**src/nphy_pkg.sv**
```systemverilog
// Notes on behaviour
// [RULE_01] per-lane bit n drives lane slice n only
// [RULE_02] load value bus 54 bits, nine per lane
// [RULE_03] load taps into input or output delay
// [RULE_04] delay controls live in control clock domain
// [RULE_05] control clock runs delays and calibration
// [RULE_06] control clock ratio across bank at most 4:1
// [RULE_07] rx pad bits captured, buffered, presented per lane
// [RULE_08] 8-bit tx word serialized onto matching pad
// [RULE_09] start input chains to next nibble's start out; tb drives it from the device's own stop_out instead
// [RULE_10] stop input from previous stop out, else high
// [RULE_11] interbyte clock only from forwarding output, else one
// [RULE_12] read enable high advances fifo every cycle
package nphy_pkg;
  localparam int NPHY_LANES = 6;
  localparam int NPHY_TAP_W = 9;
  localparam int NPHY_CNT_W = NPHY_LANES * NPHY_TAP_W;
  localparam int NPHY_TX_W = 8;
  localparam int NPHY_FIFO_DEPTH = 16;
  localparam logic [NPHY_TAP_W-1:0] NPHY_TAP_RESET = 9'h000;
  localparam logic [2:0] NPHY_BIT_RESET = 3'h0;
  localparam int NPHY_CAL_CYCLES = 8;
  localparam logic [3:0] NPHY_CAL_RESET = 4'h0;
  typedef enum logic [2:0] {
    NPHY_CAL_IDLE = 3'b001,
    NPHY_CAL_RUN = 3'b010,
    NPHY_CAL_DONE = 3'b100
  } nphy_cal_state_t;
endpackage : nphy_pkg

```
**src/nphy_if.sv**
```systemverilog
`timescale 1ns/1ps
interface nphy_if;
  import nphy_pkg::*;
  logic [NPHY_LANES-1:0] step_enable;
  logic [NPHY_LANES-1:0] step_up;
  logic [NPHY_LANES-1:0] delay_load_strobe;
  logic [NPHY_CNT_W-1:0] delay_load_value;
  logic delay_direction_select;
  logic [NPHY_TX_W-1:0] tx_word [NPHY_LANES];
  logic [NPHY_LANES-1:0] tx_word_valid;
  logic [NPHY_LANES-1:0] tx_word_ready;
  logic [NPHY_LANES-1:0] lane_fifo_read_enable;
  logic [NPHY_LANES-1:0] rx_word_valid;
  logic [NPHY_TX_W-1:0] rx_word [NPHY_LANES];
  modport device (
    input step_enable, step_up, delay_load_strobe, delay_load_value, delay_direction_select,
    input tx_word, tx_word_valid, lane_fifo_read_enable,
    output tx_word_ready, rx_word_valid, rx_word
  );
  modport fabric (
    output step_enable, step_up, delay_load_strobe, delay_load_value, delay_direction_select,
    output tx_word, tx_word_valid, lane_fifo_read_enable,
    input tx_word_ready, rx_word_valid, rx_word
  );
endinterface : nphy_if

```
**src/nphy_fifo.sv**
```systemverilog
`timescale 1ns/1ps
module nphy_fifo #(
  parameter int WIDTH = 8,
  parameter int DEPTH = 16
) (
  input wire logic core_clk_i,
  input wire logic resetn_i,
  input wire logic [WIDTH-1:0] in_data_i,
  input wire logic in_valid_i,
  output logic in_ready_o,
  output logic [WIDTH-1:0] out_data_o,
  output logic out_valid_o,
  input wire logic out_ready_i
);
  localparam int AW = $clog2(DEPTH);
  logic [WIDTH-1:0] mem_q [DEPTH];
  logic [AW-1:0] wr_q;
  logic [AW-1:0] rd_q;
  logic [AW:0] cnt_q;
  logic push;
  logic pop;
  assign in_ready_o = (cnt_q != (AW+1)'(DEPTH));
  assign out_valid_o = (cnt_q != '0);
  assign out_data_o = mem_q[rd_q];
  assign push = in_valid_i && in_ready_o;
  assign pop = out_valid_o && out_ready_i;
  always_ff @(posedge core_clk_i) begin
    if (push) begin
      mem_q[wr_q] <= in_data_i;
    end
  end
  always_ff @(posedge core_clk_i or negedge resetn_i) begin
    if (!resetn_i) begin
      wr_q <= '0;
      rd_q <= '0;
      cnt_q <= '0;
    end else begin
      if (push) begin
        wr_q <= (wr_q == AW'(DEPTH-1)) ? '0 : wr_q + 1'b1;
      end
      if (pop) begin
        rd_q <= (rd_q == AW'(DEPTH-1)) ? '0 : rd_q + 1'b1;
      end
      cnt_q <= cnt_q + (AW+1)'(push) - (AW+1)'(pop);
    end
  end
endmodule : nphy_fifo

```
**src/nphy_device.sv**
```systemverilog
`timescale 1ns/1ps
module nphy_device
  import nphy_pkg::*;
#(
  parameter int LANES = NPHY_LANES,
  parameter int DEPTH = NPHY_FIFO_DEPTH
) (
  input wire logic core_clk_i,
  input wire logic resetn_i,
  nphy_if.device link,
  input wire logic [LANES-1:0] rx_pad_bits_i,
  output logic [LANES-1:0] pad_serial_out_o,
  input wire logic cal_chain_start_in_i,
  input wire logic cal_chain_stop_in_i,
  output logic cal_chain_start_out_o,
  output logic cal_chain_stop_out_o,
  input wire logic interbyte_clock_in_i,
  output logic clock_forward_down_o,
  output logic clock_forward_up_o,
  output logic [LANES*NPHY_TAP_W-1:0] in_delay_taps_o,
  output logic [LANES*NPHY_TAP_W-1:0] out_delay_taps_o,
  output logic cal_done_o
);
  nphy_cal_state_t cal_q;
  logic [3:0] cal_cnt_q;
  logic [2:0] ib_sync_q;
  logic ib_level_q;
  always_ff @(posedge core_clk_i or negedge resetn_i) begin
    if (!resetn_i) begin
      ib_sync_q <= 3'h0;
      ib_level_q <= 1'b0;
    end else begin
      ib_sync_q <= {ib_sync_q[1:0], interbyte_clock_in_i};
      if (ib_sync_q[2] == ib_sync_q[1]) begin
        ib_level_q <= ib_sync_q[2];
      end
    end
  end
  // forward the inter-byte clock level to neighbours
  always_ff @(posedge core_clk_i or negedge resetn_i) begin
    if (!resetn_i) begin
      clock_forward_down_o <= 1'b0;
      clock_forward_up_o <= 1'b0;
    end else begin
      clock_forward_down_o <= ib_level_q; // RULE_11
      clock_forward_up_o <= ib_level_q; // RULE_11
    end
  end
  // calibration sequencer on the control clock
  always_ff @(posedge core_clk_i or negedge resetn_i) begin
    if (!resetn_i) begin
      cal_q <= NPHY_CAL_IDLE;
      cal_cnt_q <= NPHY_CAL_RESET;
      cal_chain_start_out_o <= 1'b0;
      cal_chain_stop_out_o <= 1'b0;
      cal_done_o <= 1'b0;
    end else begin
      unique case (cal_q)
        NPHY_CAL_IDLE: begin
          cal_chain_start_out_o <= 1'b1;
          if (cal_chain_stop_in_i) begin // RULE_10
            cal_q <= NPHY_CAL_RUN; // RULE_05
          end
        end
        NPHY_CAL_RUN: begin
          cal_cnt_q <= cal_cnt_q + 1'b1;
          if (cal_cnt_q == 4'(NPHY_CAL_CYCLES - 1)) begin
            cal_q <= NPHY_CAL_DONE;
            cal_chain_stop_out_o <= 1'b1;
          end
        end
        NPHY_CAL_DONE: begin
          cal_done_o <= cal_chain_start_in_i; // RULE_09
        end
      endcase
    end
  end
  for (genvar n = 0; n < LANES; n++) begin : g_lane
    logic [NPHY_TAP_W-1:0] ld_val;
    logic [NPHY_TX_W-1:0] sh_q;
    logic [2:0] bit_q;
    logic loaded_q;
    logic [2:0] rx_sync_q;
    logic [NPHY_TX_W-1:0] rx_sh_q;
    logic [2:0] rx_bit_q;
    logic rx_push_q;
    logic [NPHY_TX_W-1:0] rx_word_q;
    logic fifo_ready;
    assign ld_val = link.delay_load_value[n*NPHY_TAP_W +: NPHY_TAP_W]; // RULE_02
    // per-lane delay updates
    always_ff @(posedge core_clk_i or negedge resetn_i) begin
      if (!resetn_i) begin
        in_delay_taps_o[n*NPHY_TAP_W +: NPHY_TAP_W] <= NPHY_TAP_RESET;
        out_delay_taps_o[n*NPHY_TAP_W +: NPHY_TAP_W] <= NPHY_TAP_RESET;
      end else if (link.delay_load_strobe[n]) begin // RULE_01 RULE_04
        if (link.delay_direction_select) begin // RULE_03
          out_delay_taps_o[n*NPHY_TAP_W +: NPHY_TAP_W] <= ld_val;
        end else begin
          in_delay_taps_o[n*NPHY_TAP_W +: NPHY_TAP_W] <= ld_val;
        end
      end else if (link.step_enable[n]) begin // RULE_04
        if (link.delay_direction_select) begin
          out_delay_taps_o[n*NPHY_TAP_W +: NPHY_TAP_W] <= link.step_up[n] ?
            out_delay_taps_o[n*NPHY_TAP_W +: NPHY_TAP_W] + 1'b1 : out_delay_taps_o[n*NPHY_TAP_W +: NPHY_TAP_W] - 1'b1;
        end else begin
          in_delay_taps_o[n*NPHY_TAP_W +: NPHY_TAP_W] <= link.step_up[n] ?
            in_delay_taps_o[n*NPHY_TAP_W +: NPHY_TAP_W] + 1'b1 : in_delay_taps_o[n*NPHY_TAP_W +: NPHY_TAP_W] - 1'b1;
        end
      end
    end
    // transmit serializer, lsb first
    assign link.tx_word_ready[n] = !loaded_q || (bit_q == 3'h7);
    always_ff @(posedge core_clk_i or negedge resetn_i) begin
      if (!resetn_i) begin
        sh_q <= '0;
        bit_q <= NPHY_BIT_RESET;
        loaded_q <= 1'b0;
        pad_serial_out_o[n] <= 1'b0;
      end else begin
        if (link.tx_word_valid[n] && link.tx_word_ready[n]) begin
          sh_q <= link.tx_word[n] >> 1;
          pad_serial_out_o[n] <= link.tx_word[n][0]; // RULE_08
          bit_q <= NPHY_BIT_RESET;
          loaded_q <= 1'b1;
        end else if (loaded_q) begin
          if (bit_q == 3'h7) begin
            loaded_q <= 1'b0;
          end else begin
            pad_serial_out_o[n] <= sh_q[0]; // RULE_08
            sh_q <= sh_q >> 1;
            bit_q <= bit_q + 1'b1;
          end
        end
      end
    end
    // receive capture: synchronise, deserialize, buffer
    always_ff @(posedge core_clk_i or negedge resetn_i) begin
      if (!resetn_i) begin
        rx_sync_q <= 3'h0;
        rx_sh_q <= '0;
        rx_bit_q <= NPHY_BIT_RESET;
        rx_push_q <= 1'b0;
        rx_word_q <= '0;
      end else begin
        rx_sync_q <= {rx_sync_q[1:0], rx_pad_bits_i[n]}; // RULE_07
        rx_push_q <= 1'b0;
        if (rx_sync_q[2] == rx_sync_q[1]) begin
          rx_sh_q <= {rx_sync_q[2], rx_sh_q[NPHY_TX_W-1:1]};
          rx_bit_q <= rx_bit_q + 1'b1;
          if (rx_bit_q == 3'h7) begin
            rx_word_q <= {rx_sync_q[2], rx_sh_q[NPHY_TX_W-1:1]};
            rx_push_q <= 1'b1;
          end
        end
      end
    end
    nphy_fifo #(.WIDTH(NPHY_TX_W), .DEPTH(DEPTH)) u_fifo (
      .core_clk_i(core_clk_i),
      .resetn_i(resetn_i),
      .in_data_i(rx_word_q),
      .in_valid_i(rx_push_q),
      .in_ready_o(fifo_ready),
      .out_data_o(link.rx_word[n]), // RULE_07
      .out_valid_o(link.rx_word_valid[n]),
      .out_ready_i(link.lane_fifo_read_enable[n]) // RULE_12
    );
  end
endmodule : nphy_device

```
**src/flat_wrapper.sv**
```systemverilog
// flat-port wrapper written by rule: the top's interface ports become plain ports
module nphy_device_flat import nphy_pkg::*;
#(
  parameter int LANES = NPHY_LANES,
  parameter int DEPTH = NPHY_FIFO_DEPTH
)
  (core_clk_i, resetn_i, rx_pad_bits_i, pad_serial_out_o, cal_chain_start_in_i, cal_chain_stop_in_i, cal_chain_start_out_o, cal_chain_stop_out_o, interbyte_clock_in_i, clock_forward_down_o, clock_forward_up_o, in_delay_taps_o, out_delay_taps_o, cal_done_o, link_step_enable, link_step_up, link_delay_load_strobe, link_delay_load_value, link_delay_direction_select, link_tx_word, link_tx_word_valid, link_lane_fifo_read_enable, link_tx_word_ready, link_rx_word_valid, link_rx_word);
  nphy_if link_i ();
  input wire logic core_clk_i;
  input wire logic resetn_i;
  input wire logic [LANES-1:0] rx_pad_bits_i;
  output logic [LANES-1:0] pad_serial_out_o;
  input wire logic cal_chain_start_in_i;
  input wire logic cal_chain_stop_in_i;
  output logic cal_chain_start_out_o;
  output logic cal_chain_stop_out_o;
  input wire logic interbyte_clock_in_i;
  output logic clock_forward_down_o;
  output logic clock_forward_up_o;
  output logic [LANES*NPHY_TAP_W-1:0] in_delay_taps_o;
  output logic [LANES*NPHY_TAP_W-1:0] out_delay_taps_o;
  output logic cal_done_o;
  input wire logic [$bits(link_i.step_enable)-1:0] link_step_enable;
  input wire logic [$bits(link_i.step_up)-1:0] link_step_up;
  input wire logic [$bits(link_i.delay_load_strobe)-1:0] link_delay_load_strobe;
  input wire logic [$bits(link_i.delay_load_value)-1:0] link_delay_load_value;
  input wire logic [$bits(link_i.delay_direction_select)-1:0] link_delay_direction_select;
  input wire logic [$bits(link_i.tx_word)-1:0] link_tx_word;
  input wire logic [$bits(link_i.tx_word_valid)-1:0] link_tx_word_valid;
  input wire logic [$bits(link_i.lane_fifo_read_enable)-1:0] link_lane_fifo_read_enable;
  output wire logic [$bits(link_i.tx_word_ready)-1:0] link_tx_word_ready;
  output wire logic [$bits(link_i.rx_word_valid)-1:0] link_rx_word_valid;
  output wire logic [$bits(link_i.rx_word)-1:0] link_rx_word;
  assign link_i.step_enable = link_step_enable;
  assign link_i.step_up = link_step_up;
  assign link_i.delay_load_strobe = link_delay_load_strobe;
  assign link_i.delay_load_value = link_delay_load_value;
  assign link_i.delay_direction_select = link_delay_direction_select;
  assign link_i.tx_word = {>>{link_tx_word}};
  assign link_i.tx_word_valid = link_tx_word_valid;
  assign link_i.lane_fifo_read_enable = link_lane_fifo_read_enable;
  assign link_tx_word_ready = link_i.tx_word_ready;
  assign link_rx_word_valid = link_i.rx_word_valid;
  assign link_rx_word = {>>{link_i.rx_word}};
  nphy_device #(.LANES(LANES), .DEPTH(DEPTH)) u_core (.core_clk_i(core_clk_i), .resetn_i(resetn_i), .link(link_i), .rx_pad_bits_i(rx_pad_bits_i), .pad_serial_out_o(pad_serial_out_o), .cal_chain_start_in_i(cal_chain_start_in_i), .cal_chain_stop_in_i(cal_chain_stop_in_i), .cal_chain_start_out_o(cal_chain_start_out_o), .cal_chain_stop_out_o(cal_chain_stop_out_o), .interbyte_clock_in_i(interbyte_clock_in_i), .clock_forward_down_o(clock_forward_down_o), .clock_forward_up_o(clock_forward_up_o), .in_delay_taps_o(in_delay_taps_o), .out_delay_taps_o(out_delay_taps_o), .cal_done_o(cal_done_o));
endmodule
```
**config.mk**
```make
export PLATFORM = sky130hd
export DESIGN_NAME = nphy_device_flat
export DESIGN_NICKNAME = d
export VERILOG_FILES = /design/src/nphy_pkg.sv /design/src/nphy_if.sv /design/src/nphy_fifo.sv /design/src/nphy_device.sv /design/src/flat_wrapper.sv
export SDC_FILE = /design/constraint.sdc
export NUM_CORES = 2
export LEC_CHECK = 0
export BUFFER_PORTS_ARGS = -buffer_cell sky130_fd_sc_hd__buf_2
export CORE_MARGIN = 1.5
export CORE_UTILIZATION = 55
export DETAILED_ROUTE_END_ITERATION = 8
export GPL_TIMING_DRIVEN = 0
export PLACE_DENSITY = 0.76
export SETUP_SLACK_MARGIN = 0.15
export SLEW_MARGIN = 20
export SYNTH_ARGS = -nofsm -noshare
export SYNTH_HDL_FRONTEND = slang
export SYNTH_SLANG_ARGS = --single-unit
export TNS_END_PERCENT = 20
```
**constraint.sdc**
```tcl
create_clock -name core_clk_i -period 2.6 [get_ports core_clk_i]
set_input_delay 0.13 -clock core_clk_i [delete_from_list [all_inputs] [get_ports core_clk_i]]
set_output_delay 0.13 -clock core_clk_i [all_outputs]
set_load 0.01 [all_outputs]
```
==> summary by stage <==
Global route
The layer flagged by global routing as most heavily used is met2. The met3 track demand over resource is 0.0483. Global routing finished with a remaining overflow of 0. The global-route total usage across every layer is 0.245. The met2 track demand over resource in global routing is 0.410. The initial antenna violation count was 3. The number of global-route vias before repair is 33,500.

For this run, global-route usage on met1 was measured as 0.324. The first global-routing pass estimated 184,000 um of wire. The maximum number of pins on one net before global-route repair is 95.

Logic synthesis
By area the synthesized netlist is led by sky130_fd_sc_hd__edfxtp_1 (44%), sky130_fd_sc_hd__dfrtp_1 (20%), sky130_fd_sc_hd__mux4_2 (6.3%), sky130_fd_sc_hd__ha_1 (4.2%), sky130_fd_sc_hd__nand2_1 (3.9%). The most used flip-flop cell after synthesis is sky130_fd_sc_hd__edfxtp_1. In the synthesized netlist, the number of instances is 3,739.

The mean cell area of the mapped netlist is 13.9 um^2. Counting flops and latches in the post-synthesis netlist gives 1,173. The leading area contributor after synthesis is sky130_fd_sc_hd__edfxtp_1. Counting flops with an async set or reset pin after synthesis yields a share of 0.345. Counting flops with a built-in enable in the synthesized netlist gives 768.

Synthesis produced a netlist with a net count of 4,076. Of the synthesized area, sequential elements account for 0.641. The share of Yosys cell area claimed by the top area cell type is 0.445. The count of distinct cell types in the synthesized netlist is 54. Yosys printed 0 warnings. In this run the cell area of the synthesized design comes to 0.0518 mm^2.

Clocking
The number of H-tree levels is 3. The clock latency of the later-clocked register in the worst-skew pair is 700 ps. The CTS tree is yes.

The master cell of the clock root buffer is sky130_fd_sc_hd__clkbuf_16. No sink is reached through more buffers than the 3 on the longest clock path. Clock tree synthesis found a total of 1,173 sinks. The clock transition at the registers of the reported paths is 70 ps.

Counting the buffers created by CTS gives 117.

STA
The total count of max-transition violations in the final report is 0. Dividing the final minimum period by the clock period gives 1.04. The number of endpoints with negative hold slack in the final report is 0. The setup clock skew after layout is 27.5 ps. Based on the critical path, the design can be clocked at up to 369 MHz. In the post-route analysis, the smallest setup slack over all paths is -108 ps. The transition time at the pin with the least slew margin is 908 ps. The max-slew headroom at the worst pin is 0.392.

The setup-violating endpoint count in the final report is 16. The shortest clock period the worst path allows after layout is 2710 ps. Final hold analysis gives a worst-case slack of 45.7 ps.

Setup repair after global routing could not meet its margin everywhere.

Setup path
The depth of the worst register-to-register path is 13. The startpoint of the worst register-to-register path is u_core.g_lane[4].u_fifo.cnt_q[3]$_DFF_PN0_. The internal reg-to-reg setup slack is 80 ps. The nature of the critical path startpoint is a flop. The worst register-to-register path ends at u_core.g_lane[4].u_fifo.cnt_q[4]$_DFF_PN0_. The largest driver fanout on the critical path is 8. The critical path data required time is 2470 ps. STA puts the critical path data arrival time at 2580 ps. The critical path is of the flop to output port type. STA classifies the critical path endpoint as an output port.

Pwr
The switching power summed over all nets is 22.9 mW. The total power divided by cell area is 1070 mW/mm^2. IR analysis of the VDD net gives a maximum drop of 0.000734 V. The analysis attributes to cell leakage a power of 25.4 nW. Of the total power, combinational logic draws 0.351. The internal power of the cells is 45.4 mW. The switching share of power is 0.336. Of the total power, registers draw 0.392.

The share of total power dissipated in the clock network is 0.257. The overall power is 68.3 mW.

Detailed routing
The number of design-rule violations left by the first detailed-router iteration is 2,687. The first-pass iteration count of the detailed router is 5. The routed wire length per instance is 20.8 um. The final layout contains routed wiring with a total length of 120,000 um. The number of design rule violations left after detail routing is 0. The final antenna-violating net count is 0.

For this block, the via count after detailed routing is 33,300. The number of vias per cell after detailed routing is 5.77.

Finish
The share of the core filled with cells in the final layout is 0.682. After routing the design area is 0.0636 mm^2. The non-filler instance count after layout is 5,768. The area added between synthesis and finish is 22.8%. The number of nets in the finished design is 4,745.

Of the cells placed in the final design, the portion with a size suffix greater than 1 is 0.248.

Floorplan
The total die area is 0.0961 mm^2. The row count is 112. The vertical die dimension is 310 um. For this configuration, the core starts out at a cell density of 0.555. After floorplanning, the core was sized to cover 0.0933 mm^2. The horizontal die dimension is 310 um. Pin placement for this block handled 323 I/O pins.

Placed design
Routability-driven placement finished with a final weighted congestion of 0.892. Once placement finished, the instance area stood at 0.0552 mm^2. After detailed placement, the design holds a cell count of 5,317.

The post-DP HPWL is 74,300 um. Port buffering added 319 buffers.

Hold path
The worst hold path terminates at u_core.out_delay_taps_o[26]$_DFFE_PN0P_. The startpoint identified for the worst hold timing path is link_step_up[2]. The path type of the worst min-delay path is primary input to flop. Counting instances, the worst hold path has a depth of 4.

Status
The checks that failed: setup timing. The run finished, with violations left.

Job
Max-cap violations in this run came to 0.
power groups by stage:
stage | registers, mW | clock network (mW) | logic (mW)
after floorplan | 26.0 | 0 | 13.2
after global placement | 26.7 | 0 | 18.2
after detailed placement | 26.9 | 0 | 18.7
after CTS | 26.6 | 17.8 | 22.2
after global routing | 27.1 | 18.5 | 26.1
final | 26.8 | 17.6 | 24.0
metrics by stage:
stage	TNS (ps)	setup WS, ps
after floorplan	0	83.6
after global placement	-2881310	-7190
after detailed placement	-1200	-323
after CTS	-1980	-139
after global routing	-3950	-202
final	-719	-108
metal layers:
| layer | vias up | share of wire | routed length, um |
|---|---|---|---|
| met5 | - | 0 | 0 |
| met4 | 0 | 0.031 | 3730 |
| met3 | 234 | 0.065 | 7830 |
| met2 | 1122 | 0.50 | 59600 |
| met1 | 16600 | 0.41 | 48800 |
| li1 | 15300 | - | - |
timing repair:
action	in CTS	in global routing
endpoints found under the hold margin	419	0
endpoints found under the setup margin	166	218
pin swaps	72	92
buffers inserted	39	24
hold buffers	149	0
gates cloned	10	5
gates resized for setup	325	205
cells in the final DEF, fill, tap and decap left out, types with 46 or more instances in the layout:
cell	instances
sky130_fd_sc_hd__a21o_1	46
sky130_fd_sc_hd__nor2_1	104
sky130_fd_sc_hd__mux2i_1	156
sky130_fd_sc_hd__mux4_2	144
sky130_fd_sc_hd__a21oi_1	158
sky130_fd_sc_hd__nand2_1	528
sky130_fd_sc_hd__edfxtp_1	768
sky130_fd_sc_hd__buf_4	66
sky130_fd_sc_hd__clkbuf_1	91
sky130_fd_sc_hd__dfrtp_1	399
sky130_fd_sc_hd__xnor2_1	53
sky130_fd_sc_hd__inv_1	67
sky130_fd_sc_hd__ha_1	154
sky130_fd_sc_hd__buf_2	316
sky130_fd_sc_hd__dlygate4sd3_1	148
sky130_fd_sc_hd__o21ai_0	188
sky130_fd_sc_hd__clkbuf_16	122
sky130_fd_sc_hd__and2_1	49
worst max-delay path, cell delays in order, from the launching register on:
cell                      delay [ps]
sky130_fd_sc_hd__dfrtp_1         390
sky130_fd_sc_hd__buf_8           140
sky130_fd_sc_hd__buf_12          150
sky130_fd_sc_hd__buf_12          110
sky130_fd_sc_hd__buf_16          120
sky130_fd_sc_hd__mux4_2          500
sky130_fd_sc_hd__mux2i_1         180
sky130_fd_sc_hd__a21oi_1          90
sky130_fd_sc_hd__buf_4           190
state kept, by name (all words and copies together), names as in the netlist, 3 cells and up:
register                    count
u_core.g_lane.rx_sh_q          42
u_core.ib_sync_q                3
u_core.g_lane.rx_word_q        48
u_core.cal_q                    3
u_core.g_lane.bit_q            18
u_core.out_delay_taps_o        54
u_core.g_lane.u_fifo.wr_q      24
u_core.pad_serial_out_o         6
u_core.g_lane.rx_bit_q         18
u_core.cal_cnt_q                4
u_core.g_lane.sh_q             42
u_core.g_lane.u_fifo.cnt_q     30
u_core.g_lane.rx_push_q         6
u_core.g_lane.loaded_q          6
u_core.in_delay_taps_o         54
u_core.g_lane.u_fifo.mem_q    768
u_core.g_lane.u_fifo.rd_q      24
u_core.g_lane.rx_sync_q        18
kinds of logic (layout without fill, tap and decap cells):
family,after synthesis,in the layout,synth area share
multiplexers,364,364,0.106
AND/OR/NAND/NOR,973,973,0.0866
adder cells (fa/ha/maj),200,200,0.0506
XOR/XNOR,95,95,0.0163
other,0,3,0
AO/OA/AOI/OAI,673,673,0.0788
buffers and inverters,261,1033,0.0210
flip-flops,1173,1173,0.641
final cells by class:
type / instances / area (um^2)
Antenna cell: 3 / 7.51
Clock buffer: 150 / 3140
Sequential cell: 1173 / 33200
Tap cell: 1254 / 1570
Inverter: 97 / 372
Multi-Input combinational cell: 2305 / 18900
Timing Repair Buffer: 551 / 4290
Clock inverter: 72 / 888
Buffer: 163 / 1290
Fill cell: 6246 / 29700
synth_stat cells (7+ instances only):
master,count
sky130_fd_sc_hd__inv_1,85
sky130_fd_sc_hd__a211oi_1,36
sky130_fd_sc_hd__inv_2,10
sky130_fd_sc_hd__or4_1,10
sky130_fd_sc_hd__o211ai_1,22
sky130_fd_sc_hd__nor2b_1,46
sky130_fd_sc_hd__a221oi_1,24
sky130_fd_sc_hd__a21oi_2,12
sky130_fd_sc_hd__mux2_2,44
sky130_fd_sc_hd__a22oi_1,25
sky130_fd_sc_hd__and2_1,56
sky130_fd_sc_hd__xnor2_1,53
sky130_fd_sc_hd__nand4_1,14
sky130_fd_sc_hd__nor3_1,30
sky130_fd_sc_hd__maj3_1,7
sky130_fd_sc_hd__fa_1,18
sky130_fd_sc_hd__nor3b_1,24
sky130_fd_sc_hd__dfrtp_1,404
sky130_fd_sc_hd__nand3b_1,10
sky130_fd_sc_hd__clkbuf_1,101
sky130_fd_sc_hd__o21ai_0,226
sky130_fd_sc_hd__buf_2,28
sky130_fd_sc_hd__a31oi_1,21
sky130_fd_sc_hd__o31ai_1,22
sky130_fd_sc_hd__and4_1,12
sky130_fd_sc_hd__nand2_1,532
sky130_fd_sc_hd__buf_1,16
sky130_fd_sc_hd__a21oi_1,185
sky130_fd_sc_hd__o21a_1,22
sky130_fd_sc_hd__mux4_2,144
sky130_fd_sc_hd__mux2i_1,176
sky130_fd_sc_hd__xor2_1,40
sky130_fd_sc_hd__nor2_1,108
sky130_fd_sc_hd__and3_1,33
sky130_fd_sc_hd__buf_4,19
sky130_fd_sc_hd__a21o_1,46
sky130_fd_sc_hd__nand2b_1,42
sky130_fd_sc_hd__nand3_1,43
sky130_fd_sc_hd__edfxtp_1,768
sky130_fd_sc_hd__ha_1,175
worst max-delay path by stage:
stage / from / to / slack (ps) / depth (start not counted)
2_1_floorplan: u_core.g_lane[3].u_fifo.cnt_q[2]$_DFF_PN0_ / u_core.g_lane[3].u_fifo.cnt_q[4]$_DFF_PN0_ / 80 / 15
3_3_place_gp: resetn_i / u_core.g_lane[5].u_fifo.rd_q[3]$_DFFE_PN0P_ / -7190 / 1
3_5_place_dp: u_core.g_lane[2].u_fifo.cnt_q[3]$_DFF_PN0_ / u_core.g_lane[2].u_fifo.cnt_q[4]$_DFF_PN0_ / -320 / 14
4_1_cts: u_core.g_lane[5].u_fifo.cnt_q[2]$_DFF_PN0_ / u_core.g_lane[5].u_fifo.cnt_q[4]$_DFF_PN0_ / -140 / 14
5_1_grt: u_core.g_lane[1].u_fifo.rd_q[0]$_DFFE_PN0P_ / link_rx_word[39] / -200 / 8
6_report: u_core.g_lane[1].u_fifo.rd_q[0]$_DFFE_PN0P_ / link_rx_word[39] / -110 / 8
Power figures use the tool's default switching activity.
